--- config.mk ---
export PLATFORM = sky130hd
export DESIGN_NAME = tbms_sequencer
export DESIGN_NICKNAME = d
export VERILOG_FILES = /design/src/tbms_pkg.sv /design/src/tbms_sequencer.sv
export SDC_FILE = /design/constraint.sdc
export NUM_CORES = 1
export LEC_CHECK = 0
export ABC_AREA = 1
export BUFFER_PORTS_ARGS = -buffer_cell sky130_fd_sc_hd__buf_2
export CORE_MARGIN = 8
export CORE_UTILIZATION = 30
export DETAILED_ROUTE_END_ITERATION = 12
export HOLD_SLACK_MARGIN = 0.03
export PLACE_DENSITY_LB_ADDON = 0.1
export SKIP_CTS_REPAIR_TIMING = 1
export SKIP_LAST_GASP = 1
export SYNTH_ARGS = -nofsm -noshare
export SYNTH_HDL_FRONTEND = slang
export SYNTH_SLANG_ARGS = --single-unit
--- constraint.sdc ---
create_clock -name clk -period 4.8 [get_ports clk]
set_input_delay 0.48 -clock clk [delete_from_list [all_inputs] [get_ports clk]]
set_output_delay 0.48 -clock clk [all_outputs]
set_load 0.01 [all_outputs]
--- src/tbms_pkg.sv ---
// Package for the tuner bias mode sequencer: register layouts, reset values, mode codes.
// Assumes one 20 MHz clock; register writes arrive already decoded from the serial front end.
package tbms_pkg;

  localparam int unsigned NUM_OUTPUTS    = 6;
  localparam int unsigned CODE_W         = 7;
  localparam int unsigned BOOST_W        = 4;
  localparam int unsigned MODE_W         = 2;

  // Register selectors on the decoded write port (no printed offsets exist)
  localparam logic [3:0] SEL_BOOST       = 4'h0;
  localparam logic [3:0] SEL_MODE        = 4'h1;
  localparam logic [3:0] SEL_ENABLE      = 4'h2;
  localparam logic [3:0] SEL_CODE_BASE   = 4'h8;

  localparam logic [BOOST_W-1:0] BOOST_RESET  = 4'hf;
  localparam logic [NUM_OUTPUTS-1:0] ENABLE_RESET = 6'h00;
  localparam logic [CODE_W-1:0] CODE_RESET    = 7'h00;
  localparam logic [CODE_W-1:0] CODE_PULLDOWN = 7'h00;

  localparam logic [MODE_W-1:0] MODE_ACTIVE   = 2'h0;
  localparam logic [MODE_W-1:0] MODE_STARTUP  = 2'h1;
  localparam logic [MODE_W-1:0] MODE_LOWPOWER = 2'h2;

  // Startup dwell: 300 us longest startup time, rounded down to cycles
  localparam int unsigned CLK_HZ          = 20_000_000;
  localparam int unsigned STARTUP_US      = 300;
  localparam int unsigned STARTUP_CYCLES  = (STARTUP_US * (CLK_HZ / 1_000_000));
  localparam int unsigned STARTUP_CNT_W   = 13;

  typedef enum logic [3:0] {
    TBMS_SHUTDOWN = 4'b0001,
    TBMS_STARTUP  = 4'b0010,
    TBMS_ACTIVE   = 4'b0100,
    TBMS_LOWPOWER = 4'b1000
  } tbms_state_e;

  typedef struct packed {
    logic       valid;
    logic [3:0] sel;
    logic [7:0] data;
  } tbms_wr_s;

  typedef struct packed {
    logic [NUM_OUTPUTS-1:0]             drive_en;
    logic [NUM_OUTPUTS-1:0]             pulldown_en;
    logic [NUM_OUTPUTS*CODE_W-1:0]      codes;
  } tbms_out_s;

endpackage

--- src/tbms_sequencer.sv ---
// Operating-mode and reset sequencer for a six-output bias controller.
// Assumes supply levels arrive as async pins; writes arrive decoded, clk domain.
`timescale 1ns/1ns
`default_nettype none

// Behaviour
// - Shutdown: all blocks off, outputs high impedance
// - Shutdown on analog supply low or low IO
// - Registers lost in shutdown, defaults after
// - IO high: startup, reset, boost on, outputs off
// - Startup advances to active on its own
// - Startup command forces full reset, back active
// - Active: each output off until enabled
// - Active to low-power only by command
// - Low-power: serial on, outputs off, boost off
// - Low-power keeps all register contents
// - Low-power to active by active command
// - Zero code disables output, selects pull-down
// - Seven-bit code, 128 levels of 188 mV
// - Four-bit boost level, 9 V to 24 V
// - Boost level resets to all ones
// - IO power-on reset also resets serial receiver
// - Power-on reset only on IO low-to-high
// - Mode field reads startup then active
// - Shutdown holds six outputs high impedance
module tbms_sequencer (
  input  wire logic                    clk,
  input  wire logic                    rst,
  input  wire logic                    analog_supply_level,
  input  wire logic                    io_supply_level,
  input  wire tbms_pkg::tbms_wr_s      wr,
  output var  tbms_pkg::tbms_out_s     outs,
  output var  logic [3:0]              boost_level_q,
  output var  logic                    boost_run_q,
  output var  logic [1:0]              power_state_q,
  output var  logic [5:0]              output_enables_q,
  output var  logic                    serial_enable_q,
  output var  logic                    serial_reset_q,
  output var  logic                    core_on_q
);

  tbms_pkg::tbms_state_e state_q;
  tbms_pkg::tbms_state_e state_d;
  logic [2:0]  io_sync_q;
  logic [2:0]  av_sync_q;
  logic        io_level_q;
  logic        av_level_q;
  logic        io_now;
  logic        av_now;
  logic        io_rise;
  logic        io_fall;
  logic        cmd_startup;
  logic        cmd_active;
  logic        cmd_lowpower;
  logic        soft_reset;
  logic        regs_clear;
  logic [12:0] start_cnt_q;
  logic [12:0] startup_age_q;
  logic [6:0]  code_q [6];

  function automatic logic is_code_sel(input logic [3:0] sel);
    is_code_sel = (sel >= tbms_pkg::SEL_CODE_BASE) &&
                  (sel < tbms_pkg::SEL_CODE_BASE + 4'h6);
  endfunction

  // Three-stage sync; level changes once stages two and three agree
  always_ff @(posedge clk or posedge rst) begin
    if (rst) begin
      io_sync_q <= 3'h0;
      av_sync_q <= 3'h0;
    end else begin
      io_sync_q <= {io_sync_q[1:0], io_supply_level};
      av_sync_q <= {av_sync_q[1:0], analog_supply_level};
    end
  end

  always_ff @(posedge clk or posedge rst) begin
    if (rst) begin
      io_level_q <= 1'b0;
      av_level_q <= 1'b0;
    end else begin
      if (io_sync_q[2] == io_sync_q[1]) begin
        io_level_q <= io_sync_q[2];
      end
      if (av_sync_q[2] == av_sync_q[1]) begin
        av_level_q <= av_sync_q[2];
      end
    end
  end

  // Agreed level this cycle; io_level_q trails it by one, which gives the edge
  assign io_now  = (io_sync_q[2] == io_sync_q[1]) ? io_sync_q[2] : io_level_q;
  assign av_now  = (av_sync_q[2] == av_sync_q[1]) ? av_sync_q[2] : av_level_q;
  // Edge only, so a held-high supply never retriggers
  assign io_rise = io_now && !io_level_q;
  // Fresh level, else the rise cycle itself would look like a supply loss
  assign io_fall = !io_now || !av_now;

  assign cmd_startup  = wr.valid && (wr.sel == tbms_pkg::SEL_MODE) &&
                        (wr.data[1:0] == tbms_pkg::MODE_STARTUP);
  assign cmd_active   = wr.valid && (wr.sel == tbms_pkg::SEL_MODE) &&
                        (wr.data[1:0] == tbms_pkg::MODE_ACTIVE);
  assign cmd_lowpower = wr.valid && (wr.sel == tbms_pkg::SEL_MODE) &&
                        (wr.data[1:0] == tbms_pkg::MODE_LOWPOWER);
  assign soft_reset   = cmd_startup && ((state_q == tbms_pkg::TBMS_ACTIVE) ||
                        (state_q == tbms_pkg::TBMS_LOWPOWER));
  // Registers held at defaults in shutdown and startup
  assign regs_clear   = (state_q == tbms_pkg::TBMS_SHUTDOWN) ||
                        (state_q == tbms_pkg::TBMS_STARTUP) || soft_reset;

  always_comb begin
    state_d = state_q;
    case (state_q)
      tbms_pkg::TBMS_SHUTDOWN: begin
        if (io_rise && av_now) begin
          state_d = tbms_pkg::TBMS_STARTUP;
        end
      end
      tbms_pkg::TBMS_STARTUP: begin
        if (start_cnt_q == 13'(tbms_pkg::STARTUP_CYCLES - 1)) begin
          state_d = tbms_pkg::TBMS_ACTIVE;
        end
      end
      tbms_pkg::TBMS_ACTIVE: begin
        if (soft_reset) begin
          state_d = tbms_pkg::TBMS_STARTUP;
        end else if (cmd_lowpower) begin
          state_d = tbms_pkg::TBMS_LOWPOWER;
        end
      end
      tbms_pkg::TBMS_LOWPOWER: begin
        if (soft_reset) begin
          state_d = tbms_pkg::TBMS_STARTUP;
        end else if (cmd_active) begin
          state_d = tbms_pkg::TBMS_ACTIVE;
        end
      end
      default: state_d = tbms_pkg::TBMS_SHUTDOWN;
    endcase
    if (io_fall) begin
      state_d = tbms_pkg::TBMS_SHUTDOWN;
    end
  end

  always_ff @(posedge clk or posedge rst) begin
    if (rst) begin
      state_q <= tbms_pkg::TBMS_SHUTDOWN;
    end else begin
      state_q <= state_d;
    end
  end

  always_ff @(posedge clk or posedge rst) begin
    if (rst) begin
      start_cnt_q <= 13'h0000;
    end else if (state_q != tbms_pkg::TBMS_STARTUP || state_d != tbms_pkg::TBMS_STARTUP) begin
      start_cnt_q <= 13'h0000;
    end else begin
      start_cnt_q <= start_cnt_q + 13'h0001;
    end
  end

  // Checker aid: startup age, saturating so a stuck startup cannot wrap back
  always_ff @(posedge clk or posedge rst) begin
    if (rst) begin
      startup_age_q <= 13'h0000;
    end else if (state_q != tbms_pkg::TBMS_STARTUP) begin
      startup_age_q <= 13'h0000;
    end else if (startup_age_q != 13'h1fff) begin
      startup_age_q <= startup_age_q + 13'h0001;
    end
  end

  // Writes accepted in active and low-power; low-power keeps contents
  always_ff @(posedge clk or posedge rst) begin
    if (rst) begin
      boost_level_q    <= tbms_pkg::BOOST_RESET;
      output_enables_q <= tbms_pkg::ENABLE_RESET;
    end else if (regs_clear) begin
      boost_level_q    <= tbms_pkg::BOOST_RESET;
      output_enables_q <= tbms_pkg::ENABLE_RESET;
    end else if (wr.valid && wr.sel == tbms_pkg::SEL_BOOST) begin
      boost_level_q    <= wr.data[3:0];
    end else if (wr.valid && wr.sel == tbms_pkg::SEL_ENABLE) begin
      output_enables_q <= wr.data[5:0];
    end
  end

  always_ff @(posedge clk or posedge rst) begin
    if (rst) begin
      for (int i = 0; i < 6; i++) begin
        code_q[i] <= tbms_pkg::CODE_RESET;
      end
    end else begin
      for (int i = 0; i < 6; i++) begin
        if (regs_clear) begin
          code_q[i] <= tbms_pkg::CODE_RESET;
        end else if (wr.valid && is_code_sel(wr.sel) &&
                     wr.sel[2:0] == 3'(i)) begin
          code_q[i] <= wr.data[6:0];
        end
      end
    end
  end

  always_ff @(posedge clk or posedge rst) begin
    if (rst) begin
      power_state_q <= tbms_pkg::MODE_STARTUP;
    end else begin
      case (state_d)
        tbms_pkg::TBMS_ACTIVE:   power_state_q <= tbms_pkg::MODE_ACTIVE;
        tbms_pkg::TBMS_LOWPOWER: power_state_q <= tbms_pkg::MODE_LOWPOWER;
        default:                 power_state_q <= tbms_pkg::MODE_STARTUP;
      endcase
    end
  end

  // Outputs driven only in active mode; a zero code pulls down instead
  always_ff @(posedge clk or posedge rst) begin
    if (rst) begin
      outs <= '0;
    end else begin
      for (int i = 0; i < 6; i++) begin
        outs.codes[i*7 +: 7] <= code_q[i];
        if (state_d == tbms_pkg::TBMS_ACTIVE && !regs_clear && output_enables_q[i]) begin
          outs.drive_en[i]    <= (code_q[i] != tbms_pkg::CODE_PULLDOWN);
          outs.pulldown_en[i] <= (code_q[i] == tbms_pkg::CODE_PULLDOWN);
        end else begin
          outs.drive_en[i]    <= 1'b0;
          outs.pulldown_en[i] <= 1'b0;
        end
      end
    end
  end

  always_ff @(posedge clk or posedge rst) begin
    if (rst) begin
      boost_run_q     <= 1'b0;
      serial_enable_q <= 1'b0;
      serial_reset_q  <= 1'b1;
      core_on_q       <= 1'b0;
    end else begin
      boost_run_q     <= (state_d == tbms_pkg::TBMS_STARTUP) ||
                         (state_d == tbms_pkg::TBMS_ACTIVE);
      serial_enable_q <= (state_d != tbms_pkg::TBMS_SHUTDOWN);
      serial_reset_q  <= (state_d == tbms_pkg::TBMS_SHUTDOWN) || io_rise;
      core_on_q       <= (state_d != tbms_pkg::TBMS_SHUTDOWN);
    end
  end

  shutdown_hiz_a: assert property (@(posedge clk) disable iff (rst)
    (state_q == tbms_pkg::TBMS_SHUTDOWN) |=> ((outs.drive_en | outs.pulldown_en) == 6'h00))
    else $error("output driven in shutdown");
  lowpower_off_a: assert property (@(posedge clk) disable iff (rst)
    (state_q == tbms_pkg::TBMS_LOWPOWER) |-> !boost_run_q || $past(state_q) != state_q)
    else $error("boost running in low power");
  io_low_sd_a: assert property (@(posedge clk) disable iff (rst)
    (io_sync_q[2:1] == 2'h0) |=> (state_q == tbms_pkg::TBMS_SHUTDOWN))
    else $error("no shutdown on low io");
  startup_exit_a: assert property (@(posedge clk) disable iff (rst)
    startup_age_q <= 13'(tbms_pkg::STARTUP_CYCLES))
    else $error("startup not transitory");
  boost_default_a: assert property (@(posedge clk) disable iff (rst)
    (state_q == tbms_pkg::TBMS_STARTUP) |=> (boost_level_q == 4'hf))
    else $error("boost not reset to all ones");
  enable_clear_a: assert property (@(posedge clk) disable iff (rst)
    (state_q == tbms_pkg::TBMS_STARTUP) |=> (output_enables_q == 6'h00))
    else $error("enables not cleared");
  soft_reset_a: assert property (@(posedge clk) disable iff (rst)
    (soft_reset && !io_fall) |=> (state_q == tbms_pkg::TBMS_STARTUP))
    else $error("startup command ignored");
  lp_entry_a: assert property (@(posedge clk) disable iff (rst)
    $rose(state_q == tbms_pkg::TBMS_LOWPOWER) |-> $past(cmd_lowpower))
    else $error("low power without command");
  pulldown_a: assert property (@(posedge clk) disable iff (rst)
    (outs.drive_en & outs.pulldown_en) == 6'h00)
    else $error("drive and pulldown together");
  mode_read_a: assert property (@(posedge clk) disable iff (rst)
    (state_q == tbms_pkg::TBMS_STARTUP) |-> (power_state_q == 2'h1))
    else $error("mode field not startup");
  serial_rst_a: assert property (@(posedge clk) disable iff (rst)
    io_rise |=> serial_reset_q)
    else $error("serial receiver not reset on io rise");
  lp_retain_a: assert property (@(posedge clk) disable iff (rst)
    (state_q == tbms_pkg::TBMS_LOWPOWER && state_d == tbms_pkg::TBMS_LOWPOWER && !wr.valid)
      |=> $stable({boost_level_q, output_enables_q}))
    else $error("registers changed in low power");

endmodule

`default_nettype wire

==> results_dict.tcl, run 1 <==
set metrics [dict create \
    p_leak_nw 3.26 \
    path_cells "nor2_1 > nand2_1 > nand2_2 > nand3_4 > nand2_2 > nor2_1 > o21ai_0" \
    dp_hpwl_microns 8330 \
    die_width_microns 147 \
    startpoint "state_q[0]$_DFF_PP1_" \
    grt_pass1_wl_microns 19700 \
    wl_met1_microns 5560 \
    insertion_delay_ps 420 \
    synth_fp_nets 496 \
    core_sq_mm 0.0166 \
    yosysMostFrequentCell "dfrtp_1" \
    initial_utilization_pct 30.7 \
    synth_top_area_share_pct 63.1 \
    setup-tns-final_ps 0 \
    cts.sinks 136 \
    slew_headroom_pct 44.6 \
    finalHoldViolCount 0 \
    holdCritStartpoint "analog_supply_level" \
    synth_area_sq_mm 0.00511 \
    async_reset_ff_share_pct 100 \
    cts_root_buf "clkbuf_16" \
    drt_wl_total_microns 12200 \
    drt-vias-per-instance 4.31 \
    drtIter0Drc 181 \
    finalCritPeriodShare_pct 46.0 \
    port_buffers 85 \
    remaining_drc_errors 0 \
    clkTransAtPathRegs_ps 60 \
    die-area_sq_mm 0.0215 \
    crit_slowest_cell "nor2_1" \
    worst_hold_slack_ps 170 \
    worst_pin_slew_ps 831 \
    r2r_start "state_q[0]$_DFF_PP1_" \
    wl_met3_microns 767 \
    post_drt_wl_per_cell_microns 15.2 \
    synth_enable_flop_cells 0 \
    final_antenna_net_count 0 \
    cts_htree_levels 4 \
    insertedDiodeCount 0 \
    num_rows 47 \
    fin_worst_skew_ps 9.86 \
    power.density_cell_area_mw_per_mm2 489 \
    overflow 0 \
    slew_violations 0 \
    synth_area_leaders "dfrtp_1 63%, nand2_1 6.7%, nor2_1 4.3%" \
    clk_path_buf_depth 2 \
    setup.worst_path.start_class "flop" \
    max_freq_mhz 453 \
    period_needed_ps 2210 \
    track_usage_pct 12.0 \
    highest_layer "met5" \
    ys_ff_latch 136 \
    die_h_microns 147 \
    synth.distinct_cells 31 \
    ys_top_cells_by_count "129 x dfrtp_1, 91 x nand2_1, 58 x nor2_1, 44 x inv_1, 38 x o21ai_1" \
    cts_buffers 17 \
    grt_pass1_vias 3554 \
    wl_met2_microns 5660 \
    avgSynthCellArea_sq_um 10.7 \
    grt_max_degree 74 \
    slowest_delay_ps 720 \
    rsz0062_at_grt "false" \
    maxCapViolCount 0 \
    drive_gt1_share_pct 26.5 \
    hold_class "in -> reg" \
    gp_congestion 0.735 \
    via_count 3467 \
    synthCells 478 \
    ys_seq_area_share_pct 66.7 \
    peakVddDrop_uv 246 \
    cp_max_fo 14 \
    area_delta_synth_final_pct 24.2 \
    cp.arrival_ps 2480 \
    endpoint_kind "flop" \
    cts_tree "done" \
    dr.pass1.iters 6 \
    status "finished, final reports clean" \
    yosys.area.top_type "dfrtp_1" \
    synthFlopType "dfrtp_1" \
    nNetsFinal 590 \
    io_pins 87 \
    antenna_found_initial 2 \
    setup_violations 0 \
    crit_type "reg -> reg" \
    worst_ep_required_time_ps 5070 \
    ys_warn_count 0 \
]
## report_power, final
group	total, mW	internal, mW	switching, mW
combinational	0.381	0.122	0.259
sequential	1.35	1.28	0.0719
clock	1.37	0.870	0.503
total	3.10	2.27	0.834
## cell usage in the layout (no fill, tap or decap), drive strengths merged, types with 3 or more instances in the layout
master,netlist,routed
dfstp,7,7
buf,11,86
bufinv,0,4
xor2,6,6
nor4,8,8
nand2,100,100
o21ai,58,58
xnor2,3,3
clkinv,0,5
nor3,7,7
clkinvlp,0,4
nand3,17,17
dfrtp,129,129
clkbuf,0,17
inv,50,52
nor2,68,68
nand4,9,9
## flip-flops by register name, indices dropped and copies added, names as in the netlist
| signal | count |
|---|---|
| outs | 54 |
| output_enables_q | 6 |
| core_on_q | 1 |
| io_level_q | 1 |
| av_sync_q | 3 |
| serial_reset_q | 1 |
| state_q | 4 |
| io_sync_q | 3 |
| code_q | 42 |
| boost_run_q | 1 |
| boost_level_q | 4 |
| av_level_q | 1 |
| power_state_q | 2 |
| start_cnt_q | 13 |
## metal layers
metal	vias to the layer above	global-route usage [%]
li1	1714	-
met1	1656	14.6
met2	71	18.5
met3	22	4.60
met4	4	5.26
met5	-	0
## cell families (layout without fill, tap and decap cells)
logic type      after synthesis  in the layout  synth area share (%)
simple gates                210            210                  19.1
xor+xnor                      9              9                  1.54
buf+inv                      61            168                  5.92
fa+ha+maj                     1              1                 0.245
compound gates               61             61                  6.41
flops                       136            136                  66.7
## per-stage QoR
stage	util, %	total power [mW]	setup WS, ps	std cells	instance area, sq um
6_report	38.1	3.10	2590	805	6350
5_1_grt	38.1	3.26	2360	805	6350
4_1_cts	38.1	3.15	2580	805	6350
3_5_place_dp	34.4	1.76	2380	773	5720
3_3_place_gp	34.4	1.76	2400	773	5720
2_1_floorplan	-	1.62	692	478	5110
## worst max-delay path, delay by kind of cell, from the launching register on
kind,cells,cell delay [ps]
AO/OA/AOI/OAI,1,160
flip-flops,1,570
AND/OR/NAND/NOR,6,1320
## path summary, 6_finish.rpt
check | end | slack (ps) | depth (start not counted)
worst max-delay path | code_q[12]$_DFFE_PP0P_ | 2590 | 7
worst min-delay path | av_sync_q[0]$_DFF_PP0_ | 170 | 1
worst max register to register | code_q[12]$_DFFE_PP0P_ | 2590 | 7
worst min register to register | av_sync_q[1]$_DFF_PP0_ | 360 | 0
max in group asynchronous | outs[4]$_DFF_PP0_ | 3720 | 3
min in group asynchronous | io_sync_q[0]$_DFF_PP0_ | 230 | 2
## area by class of cell
cell class	instances	area (sq um)
Fill cell	1674	10300
Sequential cell	136	3410
Multi-Input combinational cell	281	1400
Timing Repair Buffer	86	445
Clock buffer	17	425
Tap cell	220	275
Clock inverter	15	200
Inverter	50	193
(Power assumes the default switching activity.)
==> run 2, diff against run 1 <==
==> constraint.sdc (replaced) <==
create_clock -name clk -period 2.17 [get_ports clk]
set_input_delay 0.217 -clock clk [delete_from_list [all_inputs] [get_ports clk]]
set_output_delay 0.217 -clock clk [all_outputs]
set_load 0.01 [all_outputs]
==> results_dict.tcl, run 2 (synthesis results as in run 1) <==
set metrics [dict create \
    status "finished, final reports clean" \
    p_leak_nw 3.29 \
    stdcell_count 815 \
    dp_hpwl_microns 8900 \
    core_sq_mm 0.0166 \
    drtIter0Drc 205 \
    die_width_microns 147 \
    fin_ws_ps 249 \
    maxCapViolCount 0 \
    grt_pass1_wl_microns 20700 \
    dp_slack_ps 207 \
    setup-tns-final_ps 0 \
    power.density_cell_area_mw_per_mm2 1050 \
    drive_gt1_share_pct 27.2 \
    total_power_mw 6.71 \
    dpl_cell_area_sq_mm 0.00578 \
    track_usage_pct 12.6 \
    cts.sinks 136 \
    cts_buffers 17 \
    utilization_pct 38.5 \
    setup_violations 0 \
    worst_ep_required_time_ps 2450 \
    drt-vias-per-instance 4.32 \
    gp_congestion 0.813 \
    final_area_sq_mm 0.00640 \
    crit_slowest_cell "dfrtp_1" \
    cts_htree_levels 4 \
    cts_root_buf "clkbuf_16" \
    mostFrequentLayoutCells "129 x dfrtp_1, 91 x nand2_1, 85 x buf_2" \
    final_antenna_net_count 0 \
    setup.worst_path.start_class "flop" \
    num_rows 47 \
    antenna_found_initial 2 \
    initial_utilization_pct 30.7 \
    cp_max_fo 9 \
    finalHoldViolCount 0 \
    endpoint_kind "flop" \
    hold_class "in -> reg" \
    grt_max_degree 55 \
    remaining_drc_errors 0 \
    finalCritPeriodShare_pct 88.5 \
    top_register "outs" \
    worst_hold_slack_ps 132 \
    crit_type "reg -> reg" \
    insertion_delay_ps 420 \
    path_cells "nor2_1 > nand2_1 > nand2_2 > nor2_1 > nor2_1 > nand3_1 > nand4_1 > nor2_1" \
    slew_headroom_pct 61.9 \
    startpoint "state_q[1]$_DFF_PP0_" \
    largest_reg_flops 54 \
    r2r_start "state_q[1]$_DFF_PP0_" \
    max_freq_mhz 521 \
    drt_wl_total_microns 12700 \
    dr.pass1.iters 4 \
    nNetsFinal 599 \
    post_drt_wl_per_cell_microns 15.5 \
    io_pins 87 \
    slowest_delay_ps 420 \
    dp.cells 779 \
    fin_worst_skew_ps 8.89 \
    worst_pin_slew_ps 571 \
    holdCritStartpoint "wr[2]" \
    rsz0062_at_grt "false" \
    port_buffers 85 \
    area_delta_synth_final_pct 25.2 \
    die_h_microns 147 \
    die-area_sq_mm 0.0215 \
    final_common_cell "dfrtp_1" \
    clkTransAtPathRegs_ps 50 \
    cts_tree "done" \
    period_needed_ps 1920 \
    clk_path_buf_depth 2 \
    peakVddDrop_uv 521 \
    via_count 3522 \
    cp.arrival_ps 2200 \
    grt_pass1_vias 3653 \
    slew_violations 0 \
    overflow 0 \
    top_regs "outs: 54 flops, code_q: 42 flops, start_cnt_q: 13 flops" \
    crit_top_cell "nor2_1" \
]
-- run 2: critical path: cells and delay by family (launching register included) --
| family | cells | cell delay, ps |
|---|---|---|
| simple gates | 8 | 1380 |
| flops | 1 | 420 |
-- run 2: path summary, 6_finish.rpt --
path                       cells after the start  slack [ps]                      endpoint
max                                            8         250            outs[53]$_DFF_PP0_
min                                            3         130  boost_level_q[2]$_DFFE_PP1P_
max reg2reg                                    8         250            outs[53]$_DFF_PP0_
min reg2reg                                    0         350        io_sync_q[1]$_DFF_PP0_
max in group asynchronous                      4        1040  boost_level_q[2]$_DFFE_PP1P_
min in group asynchronous                      3         410            outs[27]$_DFF_PP0_
-- run 2: power breakdown --
part / leakage [nW] / total [mW] / internal, mW / switching (mW)
Sequential: 1.82 / 2.98 / 2.83 / 0.158
Combinational: 1.18 / 0.883 / 0.295 / 0.589
Clock: 0.287 / 2.85 / 1.73 / 1.12
-- run 2: per-layer routing --
metal / GRT usage, % / vias to the layer above / routed length [microns]
met2: 19.2 / 86 / 5870
li1: - / 1745 / -
met4: 4.95 / 2 / 154
met1: 15.7 / 1674 / 5840
met3: 4.88 / 15 / 781
met5: 0 / - / 8
-- run 2: cell type report --
type	instances	area (sq um)
Antenna cell	2	5.00
Tap cell	220	275
Fill cell	1662	10200
Clock inverter	13	144
Inverter	50	194
Multi-Input combinational cell	281	1400
Sequential cell	136	3410
Timing Repair Buffer	95	533
Clock buffer	18	439
==> run 3, diff against run 2 <==
--- a/config.mk
+++ b/config.mk
@@ -14,6 +14,7 @@
 export PLACE_DENSITY_LB_ADDON = 0.1
 export SKIP_CTS_REPAIR_TIMING = 1
 export SKIP_LAST_GASP = 1
+export SLEW_MARGIN = 20
 export SYNTH_ARGS = -nofsm -noshare
 export SYNTH_HDL_FRONTEND = slang
 export SYNTH_SLANG_ARGS = --single-unit
==> constraint.sdc (replaced) <==
create_clock -name clk -period 2.17 [get_ports clk]
set_input_delay 0.1085 -clock clk [delete_from_list [all_inputs] [get_ports clk]]
set_output_delay 0.1085 -clock clk [all_outputs]
set_load 0.01 [all_outputs]
==> results_dict.tcl, run 3 (synthesis results as in run 1) <==
set metrics [dict create \
    final_antenna_net_count 0 \
    holdPathStages 3 \
    cts.sinks 136 \
    peakVddDrop_uv 612 \
    port_buffers 85 \
    cts_tree "done" \
    hold_class "in -> reg" \
    r2r_slack_ps 260 \
    die_width_microns 147 \
    cts_htree_levels 4 \
    fin_worst_skew_ps 8.82 \
    num_rows 47 \
    remaining_drc_errors 0 \
    die_h_microns 147 \
    io_pins 87 \
    wl_met1_microns 5970 \
    drt_wl_total_microns 12500 \
    seqCellArea_sq_mm 0.00341 \
    drtIter0Drc 208 \
    cp.arrival_ps 2200 \
    worst_pin_slew_ps 491 \
    slew_headroom_pct 67.1 \
    clk_path_buf_depth 2 \
    finalHoldViolCount 0 \
    clkTransAtPathRegs_ps 60 \
    final_common_cell "dfrtp_1" \
    worst_ep_required_time_ps 2460 \
    highest_layer "met5" \
    dp_hpwl_microns 8740 \
    post_drt_wl_per_cell_microns 15.4 \
    nNetsFinal 600 \
    gp_congestion 0.810 \
    maxCapViolCount 0 \
    via_count 3527 \
    initial_utilization_pct 30.7 \
    wl_met3_microns 686 \
    crit_slowest_cell "dfrtp_1" \
    path_cells "nor2_1 > nand2_1 > nand2_2 > nor2_1 > nor2_1 > nand3_1 > nand4_1 > nor2_1" \
    r2r_end "outs[49]$_DFF_PP0_" \
    critPathBufInv 0 \
    grt_pass1_vias 3676 \
    core_sq_mm 0.0166 \
    finalCritPeriodShare_pct 88.1 \
    crit_type "reg -> reg" \
    worstRegToRegCells 8 \
    cts_buffers 17 \
    worst_hold_slack_ps 14.4 \
    cp_max_fo 9 \
    p_leak_nw 3.28 \
    worstHoldEndpoint "boost_level_q[2]$_DFFE_PP1P_" \
    crit_top_cell "nor2_1" \
    setup-tns-final_ps 0 \
    r2r_start "state_q[1]$_DFF_PP0_" \
    wl_met2_microns 5690 \
    fillers 1686 \
    power.density_cell_area_mw_per_mm2 1040 \
    max_freq_mhz 523 \
    multiInputGateArea_sq_mm 0.00140 \
    largest_reg_flops 54 \
    setup_violations 0 \
    grt_max_degree 66 \
    slew_violations 0 \
    period_needed_ps 1910 \
    track_usage_pct 12.5 \
    area_delta_synth_final_pct 24.9 \
    dr.pass1.iters 4 \
    drt-vias-per-instance 4.32 \
    die-area_sq_mm 0.0215 \
    cts_root_buf "clkbuf_16" \
    status "finished, final reports clean" \
    antenna_found_initial 4 \
    overflow 0 \
    drive_gt1_share_pct 26.9 \
    cp_top_family "simple AND/OR/NAND/NOR gates" \
    insertion_delay_ps 420 \
    mostFrequentLayoutCells "129 x dfrtp_1, 91 x nand2_1, 85 x buf_2" \
    top_register "outs" \
    setup.worst_path.start_class "flop" \
    holdCritStartpoint "wr[2]" \
    top_regs "outs: 54 flops, code_q: 42 flops, start_cnt_q: 13 flops" \
    grt_pass1_wl_microns 20600 \
    endpoint_kind "flop" \
    slowest_delay_ps 400 \
    rsz0062_at_grt "false" \
]
run 3: worst max path at each step:
stage	startpoint	to	slack (ps)	cells after the start
floorplan	rst	av_level_q$_DFF_PP0_	370	1
global placement	state_q[1]$_DFF_PP0_	outs[49]$_DFF_PP0_	340	8
detailed placement	state_q[1]$_DFF_PP0_	outs[49]$_DFF_PP0_	280	8
CTS	state_q[1]$_DFF_PP0_	outs[49]$_DFF_PP0_	260	8
global route	state_q[1]$_DFF_PP0_	outs[49]$_DFF_PP0_	60	8
finish	state_q[1]$_DFF_PP0_	outs[49]$_DFF_PP0_	260	8
run 3: per-layer routing:
| layer | vias to the layer above | global-route usage (%) |
|---|---|---|
| met4 | 4 | 5.10 |
| met5 | - | 0 |
| met3 | 15 | 4.67 |
| met1 | 1694 | 16.0 |
| met2 | 74 | 18.5 |
| li1 | 1740 | - |
run 3: power by group:
part,leakage (nW),switching [mW],internal (mW)
clock,0.272,1.12,1.62
combinational,1.19,0.590,0.298
sequential,1.82,0.158,2.83
total,3.28,1.87,4.74
run 3: worst reg2reg max path, cell delays in order (launching register included):
cell and delay, ps:
dfrtp_1 400, nor2_1 170, nand2_1 110, nand2_2 120
nor2_1 60, nor2_1 150, nand3_1 390, nand4_1 330
nor2_1 60
run 3: through the flow:
step | worst slack [ps] | instance area (sq um) | power (mW) | instances | utilization, %
after global placement | 335 | 5790 | 3.92 | 780 | 34.8
after floorplan | 374 | 5120 | 3.58 | 478 | -
after CTS | 261 | 6350 | 6.72 | 812 | 38.2
final | 258 | 6390 | 6.61 | 817 | 38.4
after global routing | 58.0 | 6390 | 6.98 | 817 | 38.4
after detailed placement | 275 | 5790 | 3.93 | 780 | 34.8
run 3: cell type report:
cell class	instances	share of cell area, %
sequential	136	53.4
clock buffer	20	6.99
timing repair buffer	96	8.46
clock inverter	12	1.82
antenna	2	0.0784
inverter	50	3.04
tap	220	4.31
multi-input combinational	281	21.9
